File: config.mk
export PLATFORM = sky130hd
export DESIGN_NAME = gated_high_speed_counter
export DESIGN_NICKNAME = d
export VERILOG_FILES = /design/src/include/hsc_pkg.sv /design/src/logic/gated_high_speed_counter.sv
export SDC_FILE = /design/constraint.sdc
export NUM_CORES = 1
export LEC_CHECK = 0
export ABC_AREA = 1
export BUFFER_PORTS_ARGS = -buffer_cell sky130_fd_sc_hd__buf_2
export CORE_AREA = 2 2 351 353
export DETAILED_ROUTE_END_ITERATION = 7
export DIE_AREA = 0 0 353 355
export PLACE_DENSITY = 0.61
export SETUP_SLACK_MARGIN = 0.4
export SYNTH_ARGS = -nofsm -noshare
export SYNTH_HDL_FRONTEND = slang
export SYNTH_SLANG_ARGS = --single-unit
File: constraint.sdc
create_clock -name clk_sys -period 6.8 [get_ports clk_sys]
set_input_delay 1.36 -clock clk_sys [delete_from_list [all_inputs] [get_ports clk_sys]]
set_output_delay 1.36 -clock clk_sys [all_outputs]
set_load 0.02 [all_outputs]
File: src/include/hsc_pkg.sv
/*
 * Constants and types shared by the gated high-speed counter block.
 * Assumes a single 125 MHz system clock and no register bus.
 */
`default_nettype none

package hsc_pkg;

	// ==================================================================
	// Sizes
	localparam int NUM_CNT      = 4;
	localparam int CNT_W        = 32;
	localparam int TASK_W       = 16;
	localparam int SEL_W        = 2;
	localparam int SYNC_STAGES  = 3;

	// ==================================================================
	// Timing
	localparam int CLK_HZ       = 125_000_000;
	localparam int MAX_IN_HZ    = 100_000;
	// Clock cycles per input period at the fastest supported pulse rate.
	localparam int IN_PERIOD_CYC = CLK_HZ / MAX_IN_HZ;

	// ==================================================================
	// Reset values
	localparam logic [CNT_W-1:0] CNT_RST  = 32'h0000_0000;
	localparam logic             GATE_RST = 1'h0;

	// ==================================================================
	// Modes
	typedef enum logic {
		IN_UP_PULSE,
		IN_QUAD_X4
	} in_mode_t;

	typedef enum logic {
		RST_SOFT,
		RST_Z_SOFT
	} rst_method_t;

	typedef enum logic {
		CMP_TARGET,
		CMP_RANGE
	} cmp_mode_t;

endpackage : hsc_pkg

`default_nettype wire

File: src/logic/gated_high_speed_counter.sv
/*
 * Four gated high-speed pulse counters with software reset, phase-Z reset,
 * quadrature decoding, target or range comparison and input latching.
 * Assumes encoder and latch inputs are asynchronous pins and all control
 * bits come from logic on clk_sys.
 */
// Notes on behaviour
// - A set gate bit freezes its counter; pulses are ignored, value held.
// - Clearing the gate bit lets the counter count and update again.
// - Gate is ignored under phase-Z plus software reset with reset bit set.
// - All gate bits are cleared at power-up.
// - Reaching the target or entering the range raises the configured task.
// - A rising edge on a latch input captures the selected counter value.
// - Quadrature mode counts every edge of both phases, fourfold.
// - Input pulses are accepted up to the maximum input frequency setting.
// - Software may overwrite a counter value, including clearing to zero.
// - Per counter, comparison stops or continues after a counter reset.
// - Soft reset clears on reset bit rising; Z reset clears on Z while set.
`timescale 1ns/10ps
`default_nettype none

module gated_high_speed_counter
	import hsc_pkg::*;
#(
	parameter int NUM = NUM_CNT,
	parameter int W   = CNT_W
) (
	// Clock and reset
	input  wire logic                         clk_sys,
	input  wire logic                         rst_n,
	// Encoder pins
	input  wire logic [NUM-1:0]               phase_a,
	input  wire logic [NUM-1:0]               phase_b,
	input  wire logic [NUM-1:0]               phase_z,
	// Configuration
	input  wire logic [NUM-1:0]               quad_mode,
	input  wire logic [NUM-1:0]               z_reset_mode,
	input  wire logic [NUM-1:0]               range_mode,
	input  wire logic [NUM-1:0]               cmp_continue,
	// Gate control
	input  wire logic [NUM-1:0]               gate_wr,
	input  wire logic [NUM-1:0]               gate_wdata,
	// Software reset bits
	input  wire logic [NUM-1:0]               soft_reset_bit,
	// Present value overwrite
	input  wire logic [NUM-1:0]               pv_wr,
	input  wire logic [NUM-1:0][W-1:0]        pv_wdata,
	// Comparison settings
	input  wire logic [NUM-1:0]               cmp_start,
	input  wire logic [NUM-1:0][W-1:0]        cmp_target,
	input  wire logic [NUM-1:0][W-1:0]        cmp_low,
	input  wire logic [NUM-1:0][W-1:0]        cmp_high,
	input  wire logic [NUM-1:0][TASK_W-1:0]   cmp_task,
	// Latch inputs
	input  wire logic                         latch_interrupt_input_a,
	input  wire logic                         latch_interrupt_input_b,
	input  wire logic [SEL_W-1:0]             latch_sel_a,
	input  wire logic [SEL_W-1:0]             latch_sel_b,
	// Status and results
	output logic [NUM-1:0][W-1:0]             present_count_value,
	output logic [NUM-1:0]                    gate_state,
	output logic [NUM-1:0]                    cmp_active,
	output logic [NUM-1:0]                    task_fire,
	output logic [NUM-1:0][TASK_W-1:0]        task_num,
	output logic [W-1:0]                      latch_value_a,
	output logic [W-1:0]                      latch_value_b,
	output logic                              latch_strobe_a,
	output logic                              latch_strobe_b
);

	// ==================================================================
	// Latch input synchronisers and edge detection
	logic [SYNC_STAGES-1:0] lat_a_sync_q;
	logic [SYNC_STAGES-1:0] lat_b_sync_q;
	logic                   lat_a_filt_q;
	logic                   lat_b_filt_q;
	logic                   lat_a_rise;
	logic                   lat_b_rise;

	always_ff @(posedge clk_sys) begin
		if (!rst_n) begin
			lat_a_sync_q <= '0;
			lat_b_sync_q <= '0;
		end else begin
			lat_a_sync_q <= {lat_a_sync_q[SYNC_STAGES-2:0], latch_interrupt_input_a};
			lat_b_sync_q <= {lat_b_sync_q[SYNC_STAGES-2:0], latch_interrupt_input_b};
		end
	end

	assign lat_a_rise = (lat_a_sync_q[1] == lat_a_sync_q[2]) && lat_a_sync_q[2] && !lat_a_filt_q;
	assign lat_b_rise = (lat_b_sync_q[1] == lat_b_sync_q[2]) && lat_b_sync_q[2] && !lat_b_filt_q;

	always_ff @(posedge clk_sys) begin
		if (!rst_n) begin
			lat_a_filt_q <= 1'h0;
			lat_b_filt_q <= 1'h0;
		end else begin
			if (lat_a_sync_q[1] == lat_a_sync_q[2]) begin
				lat_a_filt_q <= lat_a_sync_q[2];
			end
			if (lat_b_sync_q[1] == lat_b_sync_q[2]) begin
				lat_b_filt_q <= lat_b_sync_q[2];
			end
		end
	end

	// Captures the selected counter's value on each latch input's rising edge.
	always_ff @(posedge clk_sys) begin
		if (!rst_n) begin
			latch_value_a  <= W'(CNT_RST);
			latch_value_b  <= W'(CNT_RST);
			latch_strobe_a <= 1'h0;
			latch_strobe_b <= 1'h0;
		end else begin
			latch_strobe_a <= lat_a_rise;
			latch_strobe_b <= lat_b_rise;
			if (lat_a_rise) begin
				latch_value_a <= present_count_value[latch_sel_a];
			end
			if (lat_b_rise) begin
				latch_value_b <= present_count_value[latch_sel_b];
			end
		end
	end

	// ==================================================================
	// Counter channels
	for (genvar i = 0; i < NUM; i++) begin : g_cnt
		// Three-stage synchronisers; a level is taken once stages 2 and 3 agree.
		// At 125 MHz this leaves far more than four samples per phase at the
		// fastest input rate, so no edge is missed.
		logic [SYNC_STAGES-1:0] a_sync_q;
		logic [SYNC_STAGES-1:0] b_sync_q;
		logic [SYNC_STAGES-1:0] z_sync_q;
		logic                   a_q;
		logic                   b_q;
		logic                   z_q;
		logic                   a_d;
		logic                   b_d;
		logic                   z_rise;
		logic                   srst_q;
		logic                   gate_q;
		logic                   freeze;
		logic                   step_up;
		logic                   step_dn;
		logic                   clear_evt;
		logic [W-1:0]           cnt_d;
		logic                   in_rng_q;
		logic                   in_rng_d;
		logic                   cmp_en_q;

		always_ff @(posedge clk_sys) begin
			if (!rst_n) begin
				a_sync_q <= '0;
				b_sync_q <= '0;
				z_sync_q <= '0;
			end else begin
				a_sync_q <= {a_sync_q[SYNC_STAGES-2:0], phase_a[i]};
				b_sync_q <= {b_sync_q[SYNC_STAGES-2:0], phase_b[i]};
				z_sync_q <= {z_sync_q[SYNC_STAGES-2:0], phase_z[i]};
			end
		end

		assign a_d    = (a_sync_q[1] == a_sync_q[2]) ? a_sync_q[2] : a_q;
		assign b_d    = (b_sync_q[1] == b_sync_q[2]) ? b_sync_q[2] : b_q;
		assign z_rise = (z_sync_q[1] == z_sync_q[2]) && z_sync_q[2] && !z_q;

		always_ff @(posedge clk_sys) begin
			if (!rst_n) begin
				a_q    <= 1'h0;
				b_q    <= 1'h0;
				z_q    <= 1'h0;
				srst_q <= 1'h0;
			end else begin
				a_q    <= a_d;
				b_q    <= b_d;
				if (z_sync_q[1] == z_sync_q[2]) begin
					z_q <= z_sync_q[2];
				end
				srst_q <= soft_reset_bit[i];
			end
		end

		// Decodes direction from the old and new phase pair.
		always_comb begin
			step_up = 1'h0;
			step_dn = 1'h0;
			if (quad_mode[i] == IN_QUAD_X4) begin
				// Every edge of either phase is one count.
				if (a_d != a_q && b_d == b_q) begin
					step_up = (a_d != b_d);
					step_dn = (a_d == b_d);
				end else if (b_d != b_q && a_d == a_q) begin
					step_up = (a_d == b_d);
					step_dn = (a_d != b_d);
				end
			end else begin
				step_up = a_d && !a_q;
			end
		end

		// Gate register, cleared at reset and written by software.
		always_ff @(posedge clk_sys) begin
			if (!rst_n) begin
				gate_q <= GATE_RST;
			end else if (gate_wr[i]) begin
				gate_q <= gate_wdata[i];
			end
		end

		assign freeze = gate_q && !(z_reset_mode[i] == RST_Z_SOFT && soft_reset_bit[i]);

		always_comb begin
			if (z_reset_mode[i] == RST_Z_SOFT) begin
				clear_evt = soft_reset_bit[i] && z_rise;
			end else begin
				clear_evt = soft_reset_bit[i] && !srst_q;
			end
		end

		always_comb begin
			cnt_d = present_count_value[i];
			if (clear_evt) begin
				cnt_d = W'(CNT_RST);
			end else if (pv_wr[i]) begin
				cnt_d = pv_wdata[i];
			end else if (!freeze && step_up) begin
				cnt_d = present_count_value[i] + W'(1);
			end else if (!freeze && step_dn) begin
				cnt_d = present_count_value[i] - W'(1);
			end
			// A frozen counter falls through here and keeps its value.
		end

		always_ff @(posedge clk_sys) begin
			if (!rst_n) begin
				present_count_value[i] <= W'(CNT_RST);
			end else begin
				present_count_value[i] <= cnt_d;
			end
		end

		// Comparison enable: armed by software, dropped by a reset when the
		// counter is set to stop comparing after a reset.
		always_ff @(posedge clk_sys) begin
			if (!rst_n) begin
				cmp_en_q <= 1'h0;
			end else if (cmp_start[i]) begin
				cmp_en_q <= 1'h1;
			end else if (clear_evt && !cmp_continue[i]) begin
				cmp_en_q <= 1'h0;
			end
		end

		assign in_rng_d = (cnt_d >= cmp_low[i]) && (cnt_d <= cmp_high[i]);

		always_ff @(posedge clk_sys) begin
			if (!rst_n) begin
				in_rng_q    <= 1'h0;
				task_fire[i] <= 1'h0;
				task_num[i]  <= '0;
			end else begin
				in_rng_q     <= in_rng_d;
				task_fire[i] <= 1'h0;
				if (cmp_en_q) begin
					if (range_mode[i] == CMP_RANGE) begin
						if (in_rng_d && !in_rng_q) begin
							task_fire[i] <= 1'h1;
							task_num[i]  <= cmp_task[i];
						end
					end else if (cnt_d == cmp_target[i] && present_count_value[i] != cmp_target[i]) begin
						task_fire[i] <= 1'h1;
						task_num[i]  <= cmp_task[i];
					end
				end
			end
		end

		always_ff @(posedge clk_sys) begin
			if (!rst_n) begin
				gate_state[i] <= GATE_RST;
				cmp_active[i] <= 1'h0;
			end else begin
				gate_state[i] <= gate_q;
				cmp_active[i] <= cmp_en_q;
			end
		end
	end : g_cnt

endmodule : gated_high_speed_counter

`default_nettype wire

==> run_results.csv, run 1 <==
group,metric,value,unit
outcome,outcome,"finished, final reports clean",
timing,worst_slew_pin_slew,1320,ps
global_routing,grt.overflow.total,0,
pwr,power_density,173,nW/um^2
logic_synthesis,synth_ff_type,"dfxtp_1",
worst_hold_path,holdCritPathClass,"register to register",
drt,drc,0,
timing,fmax,176,MHz
global_routing,grt_max_degree,116,
timing,min_period,5670,ps
clocking,cts_setup_buffers,0,
critical_path,worstPathRequired,7330,ps
critical_path,critPathMaxStageDelay,720,ps
global_routing,grt_pass1_vias,40100,
critical_path,path_buf_inv,5,
clocking,cts_resized,0,
placed_design,globalplace.congestion,1.01,
critical_path,worst_path_max_delay_cell,"inv_2",
clocking,numCtsBuffers,47,
timing,hold_viol_final,0,
logic_synthesis,syn_inst,6233,
logic_synthesis,synth_seq_cells,342,
clocking,hold_buffers,0,
global_routing,grt_util_all_layers,0.271,
critical_path,cpMostUsedCell,"nand2_1",
logic_synthesis,ys_async_sr_fraction,0,
logic_synthesis,syn_area,35600,sq um
critical_path,arrival,6190,ps
clocking,ctsHtreeMaxLevel,2,
drt,wl_per_cell,20.7,um
clocking,cts_tree,"yes",
floorplan,die_h,355,um
timing,skew,26.2,ps
clocking,clk_latency,650,ps
drt,via_count,42800,
timing,finalSetupViolations,0,
critical_path,start_kind,"input port",
job,cap_violations,0,
clocking,path_clk_slew,80,ps
layout,drive_gt1_frac,0.172,
logic_synthesis,syn_nets,7139,
drt,first_iter_violations,3512,
critical_path,reg2reg_slack,1200,ps
global_routing,grt_pass1_wl,257,mm
drt,drt_wl_total,178,mm
timing,slew_viol_final,0,
clocking,cts_root_buf,"clkbuf_16",
layout,syn_to_final_growth,20.1,%
logic_synthesis,synth_seq_area_share,0.192,
logic_synthesis,avgSynthCellArea,5.72,sq um
placed_design,portBuffers,901,
layout,layout.nets,7847,
global_routing,antenna_found_initial,33,
placed_design,hpwl,148,mm
pwr,vdd_drop_max,0.000168,V
floorplan,die_area,125000,sq um
critical_path,worstSetupPathType,"input port to register",
critical_path,critPathTopFamily,"simple AND/OR/NAND/NOR gates",
drt,post_drt_via_cell_ratio,4.96,
logic_synthesis,yosys_warnings,0,
timing,grt_setup_unrepaired,"false",
critical_path,cp-end-kind,"register",
drt,ant_nets,0,
floorplan,rows,128,
critical_path,path_max_fanout,42,
clocking,cts_max_path_buffers,3,
timing,slew_headroom,0.113,
clocking,cts.sinks,342,
floorplan,die_w,353,um
floorplan,initial_core_util,0.294,
pwr,leakage,23.9,nW
layout,nFillCells,13800,
pwr,p_total,0.00741,W
drt,first_pass_iters,6,
timing,setup_tns,0,ps
logic_synthesis,synth_cell_type_count,60,
timing,fin_crit_sh,0.833,
floorplan,core,121000,sq um
logic_synthesis,synth_edf_count,0,
floorplan,io_pins,902,
==> cells by family (layout without fill, tap and decap cells) <==
group | count (synthesis) | in the layout | share of synthesized area
compound gates | 751 | 751 | 0.113
xor+xnor | 208 | 208 | 0.0511
flops | 342 | 342 | 0.192
buf+inv | 1283 | 2027 | 0.144
simple gates | 3375 | 3375 | 0.404
other cells | 0 | 18 | 0
fa+ha+maj | 274 | 274 | 0.0962
==> cell type report <==
cell class,instances,area [sq um],area share
inverter,999,3760,0.0879
clock inverter,29,339,0.00792
timing repair buffer,943,4870,0.114
clock buffer,56,1240,0.0290
tap,1625,2030,0.0475
antenna,18,45.0,0.00105
sequential,342,6850,0.160
multi-input combinational,4608,23700,0.553
==> synth_stat cells, types with 88 or more instances <==
cell,count,area share
o21ai_0,201,0.028
buf_2,88,0.012
a21oi_1,443,0.062
dfxtp_1,342,0.19
nand3_1,420,0.059
clkbuf_1,141,0.015
inv_1,970,0.10
nand4_1,127,0.022
nand2_1,1667,0.18
xor2_1,123,0.030
ha_1,274,0.096
nor2_1,847,0.089
nor3_1,94,0.013
==> layer usage <==
layer	wire length (um)	track usage	vias to the layer above
met1	75900	0.348	19600
met5	108	0	-
met2	81600	0.450	1746
met4	6130	0.0906	16
li1	-	-	21100
met3	14300	0.0547	315
==> through the flow <==
stage	util	worst slack [ps]	hold slack (ps)	cell area (sq um)	std cells
finish	0.353	1130	394	42800	8620
global route	0.353	666	419	42800	8616
CTS	0.352	1090	407	42800	8602
detailed placement	0.339	413	398	41200	8517
global placement	0.339	511	392	41200	8517
floorplan	-	2370	390	35600	6233
==> power breakdown <==
group	switching (W)	total, W	internal, W	leakage, nW
sequential	0.000254	0.00236	0.00210	2.80
clock	0.00113	0.00264	0.00151	0.768
combinational	0.00159	0.00241	0.000820	20.3
total	0.00297	0.00741	0.00443	23.9
==> placed cells by master (no fill, tap or decap), types with 47 or more instances in the layout <==
cell	instances
xnor2_1	85
clkbuf_16	47
nand4_1	127
o21ai_0	200
buf_2	900
nand3_1	420
nand2_1	1665
xor2_1	123
nand3b_1	55
ha_1	274
nor3_1	94
nor2_1	847
a21oi_1	443
or2_2	71
dfxtp_1	342
inv_1	970
==> worst register-to-register path, delay by kind of cell (launching register included) <==
kind                       cells  cell delay [ps]
and+or+nand+nor               15             1970
AOI/OAI and AO/OA             10             1650
buffers and inverters          5              990
adders and majority gates      2              550
DFF                            1              370
==> registers in the layout (all words and copies together), names as in the netlist <==
name / count
g_cnt.srst_q: 4
g_cnt.cmp_en_q: 4
g_cnt.z_q: 4
g_cnt.in_rng_q: 4
task_num: 64
g_cnt.z_sync_q: 12
g_cnt.a_q: 4
latch_value_b: 32
lat_b_sync_q: 3
g_cnt.b_q: 4
g_cnt.gate_q: 4
latch_strobe_a: 1
lat_b_filt_q: 1
cmp_active: 4
latch_value_a: 32
g_cnt.b_sync_q: 12
lat_a_filt_q: 1
task_fire: 4
lat_a_sync_q: 3
present_count_value: 128
g_cnt.a_sync_q: 12
latch_strobe_b: 1
gate_state: 4
==> final timing paths <==
check,startpoint,endpoint,cells past startpoint
worst max-delay path,z_reset_mode[3],task_num[63]$_SDFFE_PN0P_,29
worst min-delay path,g_cnt[0].a_sync_q[0]$_SDFF_PN0_,g_cnt[0].a_sync_q[1]$_SDFF_PN0_,2
worst max register to register,g_cnt[3].a_sync_q[1]$_SDFF_PN0_,task_num[63]$_SDFFE_PN0P_,32
worst min register to register,g_cnt[0].a_sync_q[0]$_SDFF_PN0_,g_cnt[0].a_sync_q[1]$_SDFF_PN0_,2
Power figures use the tool's default switching activity.
==> inputs of run 2 (changes only) <==
--- a/config.mk
+++ b/config.mk
@@ -5,12 +5,12 @@
 export SDC_FILE = /design/constraint.sdc
 export NUM_CORES = 1
 export LEC_CHECK = 0
-export ABC_AREA = 1
+export ABC_AREA = 0
 export BUFFER_PORTS_ARGS = -buffer_cell sky130_fd_sc_hd__buf_2
 export CORE_AREA = 2 2 351 353
 export DETAILED_ROUTE_END_ITERATION = 7
 export DIE_AREA = 0 0 353 355
-export PLACE_DENSITY = 0.61
+export PLACE_DENSITY = 0.6
 export SETUP_SLACK_MARGIN = 0.4
 export SYNTH_ARGS = -nofsm -noshare
 export SYNTH_HDL_FRONTEND = slang
==> constraint.sdc (replaced) <==
create_clock -name clk_sys -period 5.5 [get_ports clk_sys]
set_input_delay 1.1 -clock clk_sys [delete_from_list [all_inputs] [get_ports clk_sys]]
set_output_delay 1.1 -clock clk_sys [all_outputs]
set_load 0.02 [all_outputs]
==> run 2 against run 1 <==
  * Design area up 21%
  * Non-clock buffer count up 880
  * First-iteration DRC count up 21%
  * Area after synthesis down 2.9%
  * Critical path depth down 4
  * Clock power up 33%
  * Via count up 3.1%
  * Sequential share of layout area down 2.7 points
  * Hold slack better by 37 ps
  * Clock skew up 19 ps
  * Global-route usage up 5.9 points
  * Critical path type is now register to register
  * Largest power group unchanged
  * Highest routed layer unchanged
==> run_results.csv, run 2 <==
group,metric,value,unit
logic_synthesis,muxShareOfSynthArea,0.0640,
critical_path,worstSetupPathType,"register to register",
logic_synthesis,ys_async_sr_fraction,0,
floorplan,core,121000,sq um
logic_synthesis,synth_edf_count,0,
floorplan,die_area,125000,sq um
job,cap_violations,0,
layout,final_area,51600,sq um
timing,min_period,5460,ps
pwr,p_total,0.00971,W
logic_synthesis,synth_ff_type,"dfxtp_1",
layout,drive_gt1_frac,0.389,
logic_synthesis,synthMostInstantiatedCell,"inv_1",
timing,worst_slew_pin_slew,1080,ps
logic_synthesis,synth-xor-area-share,0.0580,
logic_synthesis,synth_top_family_by_area,"simple AND/OR/NAND/NOR gates",
logic_synthesis,synth_top_cell_area_share,0.198,
floorplan,io_pins,902,
placed_design,hpwl,180,mm
global_routing,antenna_found_initial,49,
pwr,p_sw,0.00362,W
clocking,ctsHtreeMaxLevel,2,
placed_design,globalplace.congestion,1.01,
critical_path,path_max_fanout,8,
logic_synthesis,synthSimpleGateAreaFrac,0.297,
logic_synthesis,syn_inst,4614,
pwr,swShare,0.372,
outcome,outcome,"finished, final reports clean",
logic_synthesis,ys_top_cells_by_area,"dfxtp_1, ha_1, mux4_2, nand4_1, inv_1",
critical_path,path_buf_inv,7,
timing,fmax,183,MHz
timing,fin_ws,44.4,ps
pwr,internal-power,0.00610,W
worst_hold_path,holdCritPathClass,"register to register",
global_routing,grt_pass1_wl,303,mm
layout,layout.nets,7042,
layout,layout_commonest_cell,"buf_2",
clocking,cts_root_buf,"clkbuf_16",
clocking,cts_max_path_buffers,3,
clocking,numCtsBuffers,48,
drt,post_drt_via_cell_ratio,5.64,
critical_path,start_kind,"register",
drt,drc,0,
timing,skew,44.9,ps
global_routing,grt_util_all_layers,0.329,
layout,final_cell_mix,"buf_2, buf_4, inv_1, nand2_1, dfxtp_1",
critical_path,critPathMaxStageDelay,580,ps
worst_hold_path,hp-start,"g_cnt[2].z_sync_q[0]$_SDFF_PN0_",
layout,reg.largest.list,"present_count_value x128, task_num x64",
timing,slew_headroom,0.277,
critical_path,reg2reg_slack,40,ps
critical_path,critPathTopFamily,"simple AND/OR/NAND/NOR gates",
logic_synthesis,avgSynthCellArea,7.50,sq um
placed_design,postPlaceCellArea,46400,sq um
logic_synthesis,syn_nets,5520,
pwr,power_density,188,nW/um^2
timing,setup_tns,0,ps
critical_path,r2r-end,"task_num[1]$_SDFFE_PN0P_",
layout,syn_to_final_growth,49.1,%
layout,top_register,"present_count_value",
logic_synthesis,synth_seq_cells,342,
pwr,clockPowerShare,0.361,
critical_path,worstPathRequired,6000,ps
logic_synthesis,synth_largest_area_cell,"dfxtp_1",
drt,wl_per_cell,27.9,um
clocking,cts_tree,"yes",
global_routing,grt_pass1_vias,42500,
timing,hold_viol_final,0,
logic_synthesis,synth_seq_area_share,0.198,
pwr,vdd_drop_max,0.000259,V
logic_synthesis,ys_top_cells_by_count,"inv_1, nand2_1, dfxtp_1, clkbuf_1, nor2_1",
clocking,hold_buffers,0,
critical_path,cp-end-kind,"register",
clocking,cts.sinks,342,
pwr,combPwrFrac,0.356,
pwr,p_seq_frac,0.283,
timing,grt_setup_unrepaired,"true",
global_routing,use_met2,0.539,
global_routing,grt.overflow.total,0,
drt,first_pass_iters,6,
critical_path,crit_start,"g_cnt[0].b_sync_q[1]$_SDFF_PN0_",
logic_synthesis,synth_cell_type_count,110,
drt,drt_wl_total,218,mm
global_routing,grt_max_degree,152,
critical_path,cp_num_cells,25,
clocking,clk_latency,660,ps
floorplan,initial_core_util,0.285,
critical_path,cpMostUsedCell,"buf_4",
global_routing,grtUsageMet1,0.408,
global_routing,grtUsageMet3,0.0767,
floorplan,rows,128,
timing,fin_crit_sh,0.992,
clocking,path_clk_slew,70,ps
logic_synthesis,synth_fa_ha_area_frac,0.101,
floorplan,die_w,353,um
drt,first_iter_violations,4243,
placed_design,portBuffers,901,
critical_path,worst_path_max_delay_cell,"or4_4",
layout,largest_reg_flops,128,
logic_synthesis,synth_compound_area_frac,0.200,
timing,worst_hold_slack,431,ps
pwr,leakage,24.2,nW
logic_synthesis,syn_area,34600,sq um
critical_path,arrival,5960,ps
critical_path,reg2reg_depth,25,
placed_design,pre_cts_ws,-1040,ps
timing,finalSetupViolations,0,
global_routing,globalRoute.busiestLayer,"met2",
floorplan,die_h,355,um
critical_path,reg2reg_from,"g_cnt[0].b_sync_q[1]$_SDFF_PN0_",
logic_synthesis,yosys_warnings,0,
critical_path,crit_end,"task_num[1]$_SDFFE_PN0P_",
drt,ant_nets,0,
drt,via_count,44100,
timing,slew_viol_final,0,
==> run 2: changes by cell type in the layout (fill, tap and decap cells not counted), moves of 142 or more <==
cell	change
inv_1	-602
nand2_1	-1300
nor2_1	-571
nand3_1	-301
buf_4	+796
a21oi_1	-261
and2_1	+142
==> run 2: worst min path at each step <==
stage	to	slack, ps	cells after the start
after global placement	g_cnt[0].z_sync_q[1]$_SDFF_PN0_	410	1
after CTS	g_cnt[2].z_sync_q[1]$_SDFF_PN0_	430	1
final	g_cnt[2].z_sync_q[1]$_SDFF_PN0_	430	1
after global routing	g_cnt[0].b_sync_q[1]$_SDFF_PN0_	440	1
after detailed placement	g_cnt[0].z_sync_q[1]$_SDFF_PN0_	420	1
after floorplan	g_cnt[0].a_sync_q[1]$_SDFF_PN0_	410	1
==> run 2: layout make-up <==
cell class / count / area, sq um
inverter: 374 / 1420
timing repair buffer: 1823 / 12100
clock buffer: 54 / 1280
multi-input combinational: 3547 / 27400
tap: 1625 / 2030
antenna: 22 / 55.1
clock inverter: 36 / 449
fill: 12700 / 69800
sequential: 342 / 6860
==> run 2: what timing repair did <==
item	4_1_cts	5_1_grt
gates cloned	13	2
pin swaps	132	147
setup endpoints to repair	71	72
setup buffers	59	32
resized for setup	279	235
==> run 2: worst register-to-register path, delay by kind of cell, from the launching register on <==
family / cells / cell delay [ps]
multiplexers: 2 / 420
adder cells (fa/ha/maj): 1 / 260
buffers and inverters: 7 / 1040
AND/OR/NAND/NOR: 8 / 1900
AO/OA/AOI/OAI: 7 / 1260
flip-flops: 1 / 400
==> run 2: through the flow <==
step	util	instances
finish	0.425	7823
CTS	0.413	7767
global route	0.425	7809
global placement	0.382	7605
detailed placement	0.382	7605
floorplan	-	4614
==> run 2: metal layers <==
metal,share of wire,vias to the layer above
li1,-,20100
met1,0.40,21200
met2,0.45,2232
met3,0.085,529
met4,0.056,32
met5,0.00098,-
==> run 2: kinds of logic (layout without fill, tap and decap cells) <==
group,Yosys count,after routing
xor+xnor,225,225
fa+ha+maj,282,282
simple gates,1904,1907
compound gates,995,995
flops,342,342
mux,138,138
other cells,0,22
buf+inv,728,2287
==> run 2: power by group through the flow <==
stage	registers, W	logic, W	clock network (W)
after global routing	0.00275	0.00368	0.00366
final	0.00275	0.00346	0.00351
after floorplan	0.00283	0.00150	0
after detailed placement	0.00279	0.00313	0
after global placement	0.00279	0.00313	0
after CTS	0.00274	0.00328	0.00357
